$ cat config.mk
export PLATFORM = sky130hd
export DESIGN_NAME = sfs_flash_sequencer
export DESIGN_NICKNAME = d
export VERILOG_FILES = /design/src/logic/sfs_pkg.sv /design/src/logic/sfs_flash_sequencer.sv /design/src/logic/sfs_busy_timer.sv
export VERILOG_INCLUDE_DIRS = /design/src /design/src/logic
export SDC_FILE = /design/constraint.sdc
export NUM_CORES = 1
export LEC_CHECK = 0
export ABC_CLOCK_PERIOD_IN_PS = 3580
export BUFFER_PORTS_ARGS = -buffer_cell sky130_fd_sc_hd__buf_2
export CORE_MARGIN = 2
export CORE_UTILIZATION = 40
export CTS_CLUSTER_DIAMETER = 120
export DETAILED_ROUTE_END_ITERATION = 8
export PLACE_DENSITY_LB_ADDON = 0.3
export SETUP_SLACK_MARGIN = 0.4
export SLEW_MARGIN = 20
export SYNTH_ARGS = -nofsm -noshare
export SYNTH_HDL_FRONTEND = slang
export SYNTH_SLANG_ARGS = --single-unit
export TNS_END_PERCENT = 10
$ cat constraint.sdc
create_clock -name ref_clk -period 3.58 [get_ports ref_clk]
set_input_delay 0.716 -clock ref_clk [delete_from_list [all_inputs] [get_ports ref_clk]]
set_output_delay 0.716 -clock ref_clk [all_outputs]
set_load 0.02 [all_outputs]
$ cat src/logic/sfs_consts.svh
// constants for the self-programming flash sequencer
// assumes a 16-bit special function register write port from the core
`ifndef SFS_CONSTS_SVH
`define SFS_CONSTS_SVH
`define SFS_CTL_START_BIT   15
`define SFS_CTL_ENABLE_BIT  14
`define SFS_CTL_ERROR_BIT   13
`define SFS_CTL_OPSEL_BIT   0
`define SFS_KEY_FIRST       8'h55
`define SFS_KEY_SECOND      8'hAA
`define SFS_SEL_CTL         2'h0
`define SFS_SEL_KEY         2'h1
`define SFS_SEL_ADRH        2'h2
`define SFS_SEL_ADRL        2'h3
`define SFS_ERASE_TIME_NS   20000
`define SFS_PROG_TIME_NS    50000
`define SFS_CLK_PERIOD_NS   8
`endif

$ cat src/logic/sfs_pkg.sv
// types for the self-programming flash sequencer
// used with sfs_consts.svh
package sfs_pkg;
    typedef enum logic [1:0] {
        SFS_KEY_IDLE,
        SFS_KEY_GOT_FIRST,
        SFS_KEY_ARMED
    } sfs_key_e;
    typedef enum logic [1:0] {
        SFS_IDLE,
        SFS_LAUNCH,
        SFS_BUSY
    } sfs_state_e;
endpackage : sfs_pkg

$ cat src/logic/sfs_flash_sequencer.sv
// self-programming flash sequencer: control, key, address registers
// assumes core writes arrive as one-cycle strobes synchronous to ref_clk
// Function
// only page erase or two-word program
// software runs the full sequence first
// stall processor until operation completes
// start bit 15 launches, self-clears
// program writes two words, aligned address; code accepts a program only at addresses with [1:0] = 2'b10, erase at any address
// software erases page before programming
// start only after unlock sequence
// unlock is 0x55 then 0xAA back-to-back
// software puts two nops after start
// software waits for completion
// key register write-only, reads zero
// high and low form 24-bit address
// high gives upper 8, low 16
// control selects, enables, initiates operation
// any other write breaks unlock
// unlock consumed by one start
`timescale 1ns/10ps
`include "sfs_consts.svh"
module sfs_flash_sequencer #(
    parameter int TIMER_WIDTH = 16,
    parameter int ERASE_TIME_NS = `SFS_ERASE_TIME_NS,
    parameter int PROG_TIME_NS  = `SFS_PROG_TIME_NS
) (
    // clock and reset
    input  wire logic        ref_clk,
    input  wire logic        rst,
    // register write port from the core
    input  wire logic        regWrite,
    input  wire logic [1:0]  regSel,
    input  wire logic [15:0] regWdata,
    // register read port to the core
    input  wire logic [1:0]  regRdSel,
    output logic [15:0]      regRdata,
    // processor stall
    output logic             cpuStall,
    // flash array command
    output logic             flashErase,
    output logic             flashProgram,
    output logic [23:0]      flashAddr,
    input  wire logic        flashReady,
    // status
    output logic             opDone,
    output logic             alignError
);
    // cycle counts, least times rounded up
    localparam int ERASE_CYCLES = (ERASE_TIME_NS + `SFS_CLK_PERIOD_NS - 1) / `SFS_CLK_PERIOD_NS;
    localparam int PROG_CYCLES  = (PROG_TIME_NS + `SFS_CLK_PERIOD_NS - 1) / `SFS_CLK_PERIOD_NS;

    function automatic logic keyHit(input logic [15:0] d, input logic [7:0] k);
        keyHit = (d[7:0] == k) && (d[15:8] == 8'h00);
    endfunction : keyHit

    sfs_pkg::sfs_key_e   key_r;
    sfs_pkg::sfs_key_e   key_nxt;
    sfs_pkg::sfs_state_e state_r;
    sfs_pkg::sfs_state_e state_nxt;
    logic [7:0]  adrHigh_r;
    logic [7:0]  adrHigh_nxt;
    logic [15:0] adrLow_r;
    logic [15:0] adrLow_nxt;
    logic        opSel_r;
    logic        opSel_nxt;
    logic        enable_r;
    logic        enable_nxt;
    logic        start_r;
    logic        start_nxt;
    logic        err_r;
    logic        err_nxt;
    logic        stall_r;
    logic        stall_nxt;
    logic        erase_r;
    logic        erase_nxt;
    logic        prog_r;
    logic        prog_nxt;
    logic [23:0] addr_r;
    logic [23:0] addr_nxt;
    logic        done_r;
    logic        done_nxt;
    logic [15:0] rdata_r;
    logic [15:0] rdata_nxt;
    logic        timerLoad;
    logic [TIMER_WIDTH-1:0] timerValue;
    logic        timerDone;
    logic        ctlWrite;
    logic        startReq;
    logic [23:0] fullAddr;

    assign ctlWrite = regWrite && (regSel == `SFS_SEL_CTL);
    assign startReq = ctlWrite && regWdata[`SFS_CTL_START_BIT] && regWdata[`SFS_CTL_ENABLE_BIT];
    assign fullAddr = {adrHigh_r, adrLow_r};

    // unlock key tracking
    always_comb begin
        key_nxt = key_r;
        if (regWrite) begin
            if (regSel == `SFS_SEL_KEY && keyHit(regWdata, `SFS_KEY_FIRST)) begin
                key_nxt = sfs_pkg::SFS_KEY_GOT_FIRST;
            end else if (regSel == `SFS_SEL_KEY && key_r == sfs_pkg::SFS_KEY_GOT_FIRST
                         && keyHit(regWdata, `SFS_KEY_SECOND)) begin
                key_nxt = sfs_pkg::SFS_KEY_ARMED;
            end else begin
                // any other write, including the start itself, disarms
                key_nxt = sfs_pkg::SFS_KEY_IDLE;
            end
        end
    end

    // operation sequencer
    always_comb begin
        state_nxt   = state_r;
        adrHigh_nxt = adrHigh_r;
        adrLow_nxt  = adrLow_r;
        opSel_nxt   = opSel_r;
        enable_nxt  = enable_r;
        start_nxt   = start_r;
        err_nxt     = err_r;
        stall_nxt   = stall_r;
        erase_nxt   = 1'b0;
        prog_nxt    = 1'b0;
        addr_nxt    = addr_r;
        done_nxt    = 1'b0;
        timerLoad   = 1'b0;
        timerValue  = '0;
        unique case (state_r)
            sfs_pkg::SFS_IDLE: begin
                if (regWrite && regSel == `SFS_SEL_ADRH) begin
                    adrHigh_nxt = regWdata[7:0];
                end
                if (regWrite && regSel == `SFS_SEL_ADRL) begin
                    adrLow_nxt = regWdata;
                end
                if (ctlWrite) begin
                    opSel_nxt  = regWdata[`SFS_CTL_OPSEL_BIT];
                    enable_nxt = regWdata[`SFS_CTL_ENABLE_BIT];
                    err_nxt    = 1'b0;
                end
                // start without a fresh unlock is dropped silently
                if (startReq && key_r == sfs_pkg::SFS_KEY_ARMED) begin
                    if (!regWdata[`SFS_CTL_OPSEL_BIT] && fullAddr[1:0] != 2'b10) begin
                        err_nxt = 1'b1; // program with address [1:0] other than 2'b10 refused
                    end else begin
                        start_nxt = 1'b1;
                        stall_nxt = 1'b1;
                        addr_nxt  = fullAddr;
                        state_nxt = sfs_pkg::SFS_LAUNCH;
                    end
                end
            end
            sfs_pkg::SFS_LAUNCH: begin
                // wait for the array; erase is one page, program is two words
                if (flashReady) begin
                    erase_nxt  = opSel_r;
                    prog_nxt   = !opSel_r;
                    timerLoad  = 1'b1;
                    timerValue = opSel_r ? TIMER_WIDTH'(ERASE_CYCLES) : TIMER_WIDTH'(PROG_CYCLES);
                    state_nxt  = sfs_pkg::SFS_BUSY;
                end
            end
            sfs_pkg::SFS_BUSY: begin
                // the timer alone ends the operation; the array was ready at launch
                if (timerDone) begin
                    start_nxt = 1'b0;
                    stall_nxt = 1'b0;
                    done_nxt  = 1'b1;
                    state_nxt = sfs_pkg::SFS_IDLE;
                end
            end
        endcase
    end

    // read mux; key register never echoes
    always_comb begin
        unique case (regRdSel)
            `SFS_SEL_CTL:  rdata_nxt = {start_nxt, enable_nxt, err_nxt, 12'h000, opSel_nxt};
            `SFS_SEL_KEY:  rdata_nxt = 16'h0000;
            `SFS_SEL_ADRH: rdata_nxt = {8'h00, adrHigh_nxt};
            `SFS_SEL_ADRL: rdata_nxt = adrLow_nxt;
        endcase
    end

    sfs_busy_timer #(
        .WIDTH     (TIMER_WIDTH)
    ) u_timer (
        .ref_clk   (ref_clk),
        .rst       (rst),
        .load      (timerLoad),
        .loadValue (timerValue),
        .done      (timerDone)
    );

    always_ff @(posedge ref_clk or posedge rst) begin
        if (rst) begin
            key_r     <= sfs_pkg::SFS_KEY_IDLE;
            state_r   <= sfs_pkg::SFS_IDLE;
            adrHigh_r <= 8'h00;
            adrLow_r  <= 16'h0000;
            opSel_r   <= 1'b0;
            enable_r  <= 1'b0;
            start_r   <= 1'b0;
            err_r     <= 1'b0;
            stall_r   <= 1'b0;
            erase_r   <= 1'b0;
            prog_r    <= 1'b0;
            addr_r    <= 24'h000000;
            done_r    <= 1'b0;
            rdata_r   <= 16'h0000;
        end else begin
            key_r     <= key_nxt;
            state_r   <= state_nxt;
            adrHigh_r <= adrHigh_nxt;
            adrLow_r  <= adrLow_nxt;
            opSel_r   <= opSel_nxt;
            enable_r  <= enable_nxt;
            start_r   <= start_nxt;
            err_r     <= err_nxt;
            stall_r   <= stall_nxt;
            erase_r   <= erase_nxt;
            prog_r    <= prog_nxt;
            addr_r    <= addr_nxt;
            done_r    <= done_nxt;
            rdata_r   <= rdata_nxt;
        end
    end

    assign regRdata     = rdata_r;
    assign cpuStall     = stall_r;
    assign flashErase   = erase_r;
    assign flashProgram = prog_r;
    assign flashAddr    = addr_r;
    assign opDone       = done_r;
    assign alignError   = err_r;
endmodule : sfs_flash_sequencer

$ cat src/logic/sfs_busy_timer.sv
// down-counter that times one flash operation
// assumes load is a single-cycle pulse while idle
`timescale 1ns/10ps
module sfs_busy_timer #(
    parameter int WIDTH = 16
) (
    // clock and reset
    input  wire logic             ref_clk,
    input  wire logic             rst,
    // control
    input  wire logic             load,
    input  wire logic [WIDTH-1:0] loadValue,
    // status
    output logic                  done
);
    logic [WIDTH-1:0] count_r;
    logic [WIDTH-1:0] count_nxt;
    logic             done_r;
    logic             done_nxt;

    always_comb begin
        count_nxt = count_r;
        done_nxt  = 1'b0;
        if (load) begin
            count_nxt = loadValue;
        end else if (count_r != '0) begin
            count_nxt = count_r - WIDTH'(1);
            done_nxt  = (count_r == WIDTH'(1));
        end
    end

    always_ff @(posedge ref_clk or posedge rst) begin
        if (rst) begin
            count_r <= '0;
            done_r  <= 1'b0;
        end else begin
            count_r <= count_nxt;
            done_r  <= done_nxt;
        end
    end

    assign done = done_r;
endmodule : sfs_busy_timer

==> impl_metrics.env <==
export IMPL_finalWeightedCongestion=0.777
export IMPL_worstPathMaxFanout=7
export IMPL_power_share_clock=0.242
export IMPL_ant_nets=0
export IMPL_hold_buffers=0
export IMPL_syn_num_nets=358
export IMPL_grt_pass1_vias=2841
export IMPL_finalCriticalPeriod_ns=2.44
export IMPL_place_inst=518
export IMPL_share_comb_of_total_power=0.260
export IMPL_syn2layout_area_growth_pct=17.5
export IMPL_slew_viol_final=0
export IMPL_synth_seq_cells=93
export IMPL_clk_root_buffer_cell="clkbuf_8"
export IMPL_finish_net_count=427
export IMPL_pwr_share_seq=0.497
export IMPL_ys_seq_area_frac=0.587
export IMPL_reg2reg_depth=6
export IMPL_cts_tree="done"
export IMPL_worstPathArrival_ns=2.67
export IMPL_cp_end_kind="register"
export IMPL_grt_first_pass_wirelength_microns=14800
export IMPL_hold_viol=0
export IMPL_critPathLaunchType="register"
export IMPL_required_ns=3.81
export IMPL_synth_cell_types=49
export IMPL_overflow=0
export IMPL_synth_main_ff_cell="dfrtp_1"
export IMPL_postCtsSetupBuffers=0
export IMPL_min_period_over_period=0.681
export IMPL_initial_core_util=0.409
export IMPL_die_area_sq_mm=0.0107
export IMPL_worst_setup_path_type="reg2reg"
export IMPL_dp_hpwl_microns=6050
export IMPL_fin_skew_ns=0.0118
export IMPL_tightest_slew_ns=0.644
export IMPL_drt_initial_drc_count=102
export IMPL_die_w_microns=104
export IMPL_rsz0062_at_grt="false"
export IMPL_peakVddDrop_mv=0.326
export IMPL_max_freq_mhz=410
export IMPL_htree_num_levels=3
export IMPL_slew_headroom=0.566
export IMPL_ys_warn_count=0
export IMPL_path_clk_slew_ns=0.10
export IMPL_vias=2763
export IMPL_core_sq_mm=0.00968
export IMPL_post_drt_wl_per_cell_microns=16.2
export IMPL_p_sw_frac=0.327
export IMPL_internal_power_w=0.00199
export IMPL_status="finished clean"
export IMPL_antenna_found_initial=0
export IMPL_max_cap_viol_count=0
export IMPL_drt_pass1_iter_count=4
export IMPL_synthesis_area_sq_mm=0.00397
export IMPL_final_layout_size_suffix_gt1_frac=0.356
export IMPL_cts_made_buffers=9
export IMPL_async_flop_share=1.00
export IMPL_routed_wl_microns=8690
export IMPL_syn_area_per_cell_sq_um=12.1
export IMPL_drc_errors=0
export IMPL_fillers=903
export IMPL_layout_cells_non_filler=535
export IMPL_io_pins=69
export IMPL_syn_inst=328
export IMPL_placed_area_sq_mm=0.00445
export IMPL_setup_viol=0
export IMPL_finish_instance_area_sq_mm=0.00466
export IMPL_grt_max_degree=67
export IMPL_clock_latency_ns=0.36
export IMPL_via_per_inst=5.16
export IMPL_diodes=0
export IMPL_fin_tns_setup_ns=0
export IMPL_port_buffers=68
export IMPL_cts_resized=0
export IMPL_grtUsageTotal=0.170
export IMPL_cts_buffer_depth=2
export IMPL_placement_rows=36
export IMPL_synth_edff_count=0
export IMPL_power_switching_w=0.000966
export IMPL_hp_class="in2async"
export IMPL_leakage_nw=2.28
export IMPL_clkSinkCount=93
export IMPL_die_height_microns=104
export IMPL_p_per_area_mw_per_mm2=634
==> synthesized netlist by cell type (2+ instances only) <==
master / instances / share of area
nor4bb_1: 2 / 0.0050
nand4_1: 3 / 0.0047
dfrtp_1: 93 / 0.59
o2bb2ai_1: 2 / 0.0044
nand2_1: 20 / 0.019
nand3_1: 5 / 0.0063
nor3b_1: 8 / 0.015
o21ai_0: 10 / 0.013
or3_1: 3 / 0.0047
o211ai_1: 2 / 0.0038
o31ai_1: 2 / 0.0038
ha_1: 6 / 0.019
nor3_1: 7 / 0.0088
or4_1: 5 / 0.0095
inv_1: 10 / 0.0095
o22ai_1: 3 / 0.0047
xnor2_1: 5 / 0.011
a31oi_1: 2 / 0.0032
nor2_1: 30 / 0.028
nor4_1: 7 / 0.011
clkbuf_1: 12 / 0.011
mux2_2: 50 / 0.14
nand2b_1: 4 / 0.0063
nor2b_1: 6 / 0.0095
mux2i_1: 3 / 0.0076
a21oi_1: 5 / 0.0063
==> through the flow <==
step                      setup slack [ns]  total power (W)  hold slack [ns]   util
after global placement               0.960          0.00223            0.470  0.460
after detailed placement             0.896          0.00226            0.475  0.460
after global routing                 0.988          0.00314            0.393  0.481
after CTS                             1.10          0.00298            0.369  0.480
after floorplan                      0.444          0.00202            0.446      -
final                                 1.14          0.00295            0.357  0.481
==> area by class of cell <==
type	instances	area, sq um	share of cell area
well taps	133	166	0.0357
multi-input cells	210	1540	0.331
flip-flops and latches	93	2330	0.499
clock inverters	5	57.6	0.0124
inverters	11	42.5	0.00913
clock buffers	11	141	0.0303
repair buffers	72	383	0.0822
==> critical path, cell delays in order (launching register included) <==
cell and delay (ns):
dfrtp_1 0.43, inv_1 0.13, ha_1 0.17, or4b_2 0.66
or4_1 0.56, nand2_1 0.21, o21ai_0 0.14
==> worst paths after layout <==
path / start / endpoint / slack [ns]
setup / recovery: u_timer.count_r[0] / u_timer.count_r[7] / 1.14
hold / removal: rst / adrHigh_r[3] / 0.36
setup reg to reg: u_timer.count_r[0] / u_timer.count_r[7] / 1.14
hold reg to reg: u_timer.count_r[11] / u_timer.count_r[11] / 0.49
max in group asynchronous: rst / adrLow_r[12] / 2.52
min in group ref_clk: u_timer.count_r[11] / u_timer.count_r[11] / 0.49
==> kinds of logic (layout without fill, tap and decap cells) <==
kind of cell / Yosys count / after routing / share of synthesized area
multiplexers: 53 / 53 / 0.150
XOR/XNOR: 5 / 5 / 0.0110
AO/OA/AOI/OAI: 36 / 36 / 0.0600
AND/OR/NAND/NOR: 110 / 110 / 0.149
flip-flops: 93 / 93 / 0.587
adder cells (fa/ha/maj): 6 / 6 / 0.0189
buffers and inverters: 25 / 99 / 0.0243
==> metal layers <==
| metal | vias to the layer above | global-route usage | routed length (microns) |
|---|---|---|---|
| li1 | 1302 | - | - |
| met5 | - | 0 | 0 |
| met4 | 0 | 0.0463 | 78 |
| met3 | 10 | 0.0403 | 423 |
| met2 | 73 | 0.272 | 4040 |
| met1 | 1378 | 0.233 | 4140 |
==> power groups by stage <==
stage                     Clock, W  Combinational (W)  Sequential, W
after floorplan                  0           0.000535        0.00149
after global placement           0           0.000749        0.00148
after detailed placement         0           0.000769        0.00149
after CTS                 0.000735           0.000775        0.00147
after global routing      0.000775           0.000861        0.00151
final                     0.000716           0.000769        0.00147
==> state kept, by name, indices dropped and copies added (netlist names) <==
signal / count
u_timer.count_r: 16
enable_r: 1
flashProgram: 1
start_r: 1
opSel_r: 1
opDone: 1
adrLow_r: 16
regRdata: 16
state_r: 2
cpuStall: 1
adrHigh_r: 8
flashAddr: 24
key_r: 2
u_timer.done: 1
flashErase: 1
alignError: 1
==> layout by cell type (no fill, tap or decap), types with 6 or more instances in the layout <==
master	netlist	final
dfrtp_1	93	93
clkbuf_8	0	10
nor3_1	7	7
inv_1	10	9
nand2_1	20	20
o21ai_0	10	10
nor2b_1	6	6
ha_1	6	6
buf_2	1	68
nor3b_1	8	8
nor2_1	30	30
nor4_1	7	7
mux2_2	50	50
(Power assumes the default switching activity.)
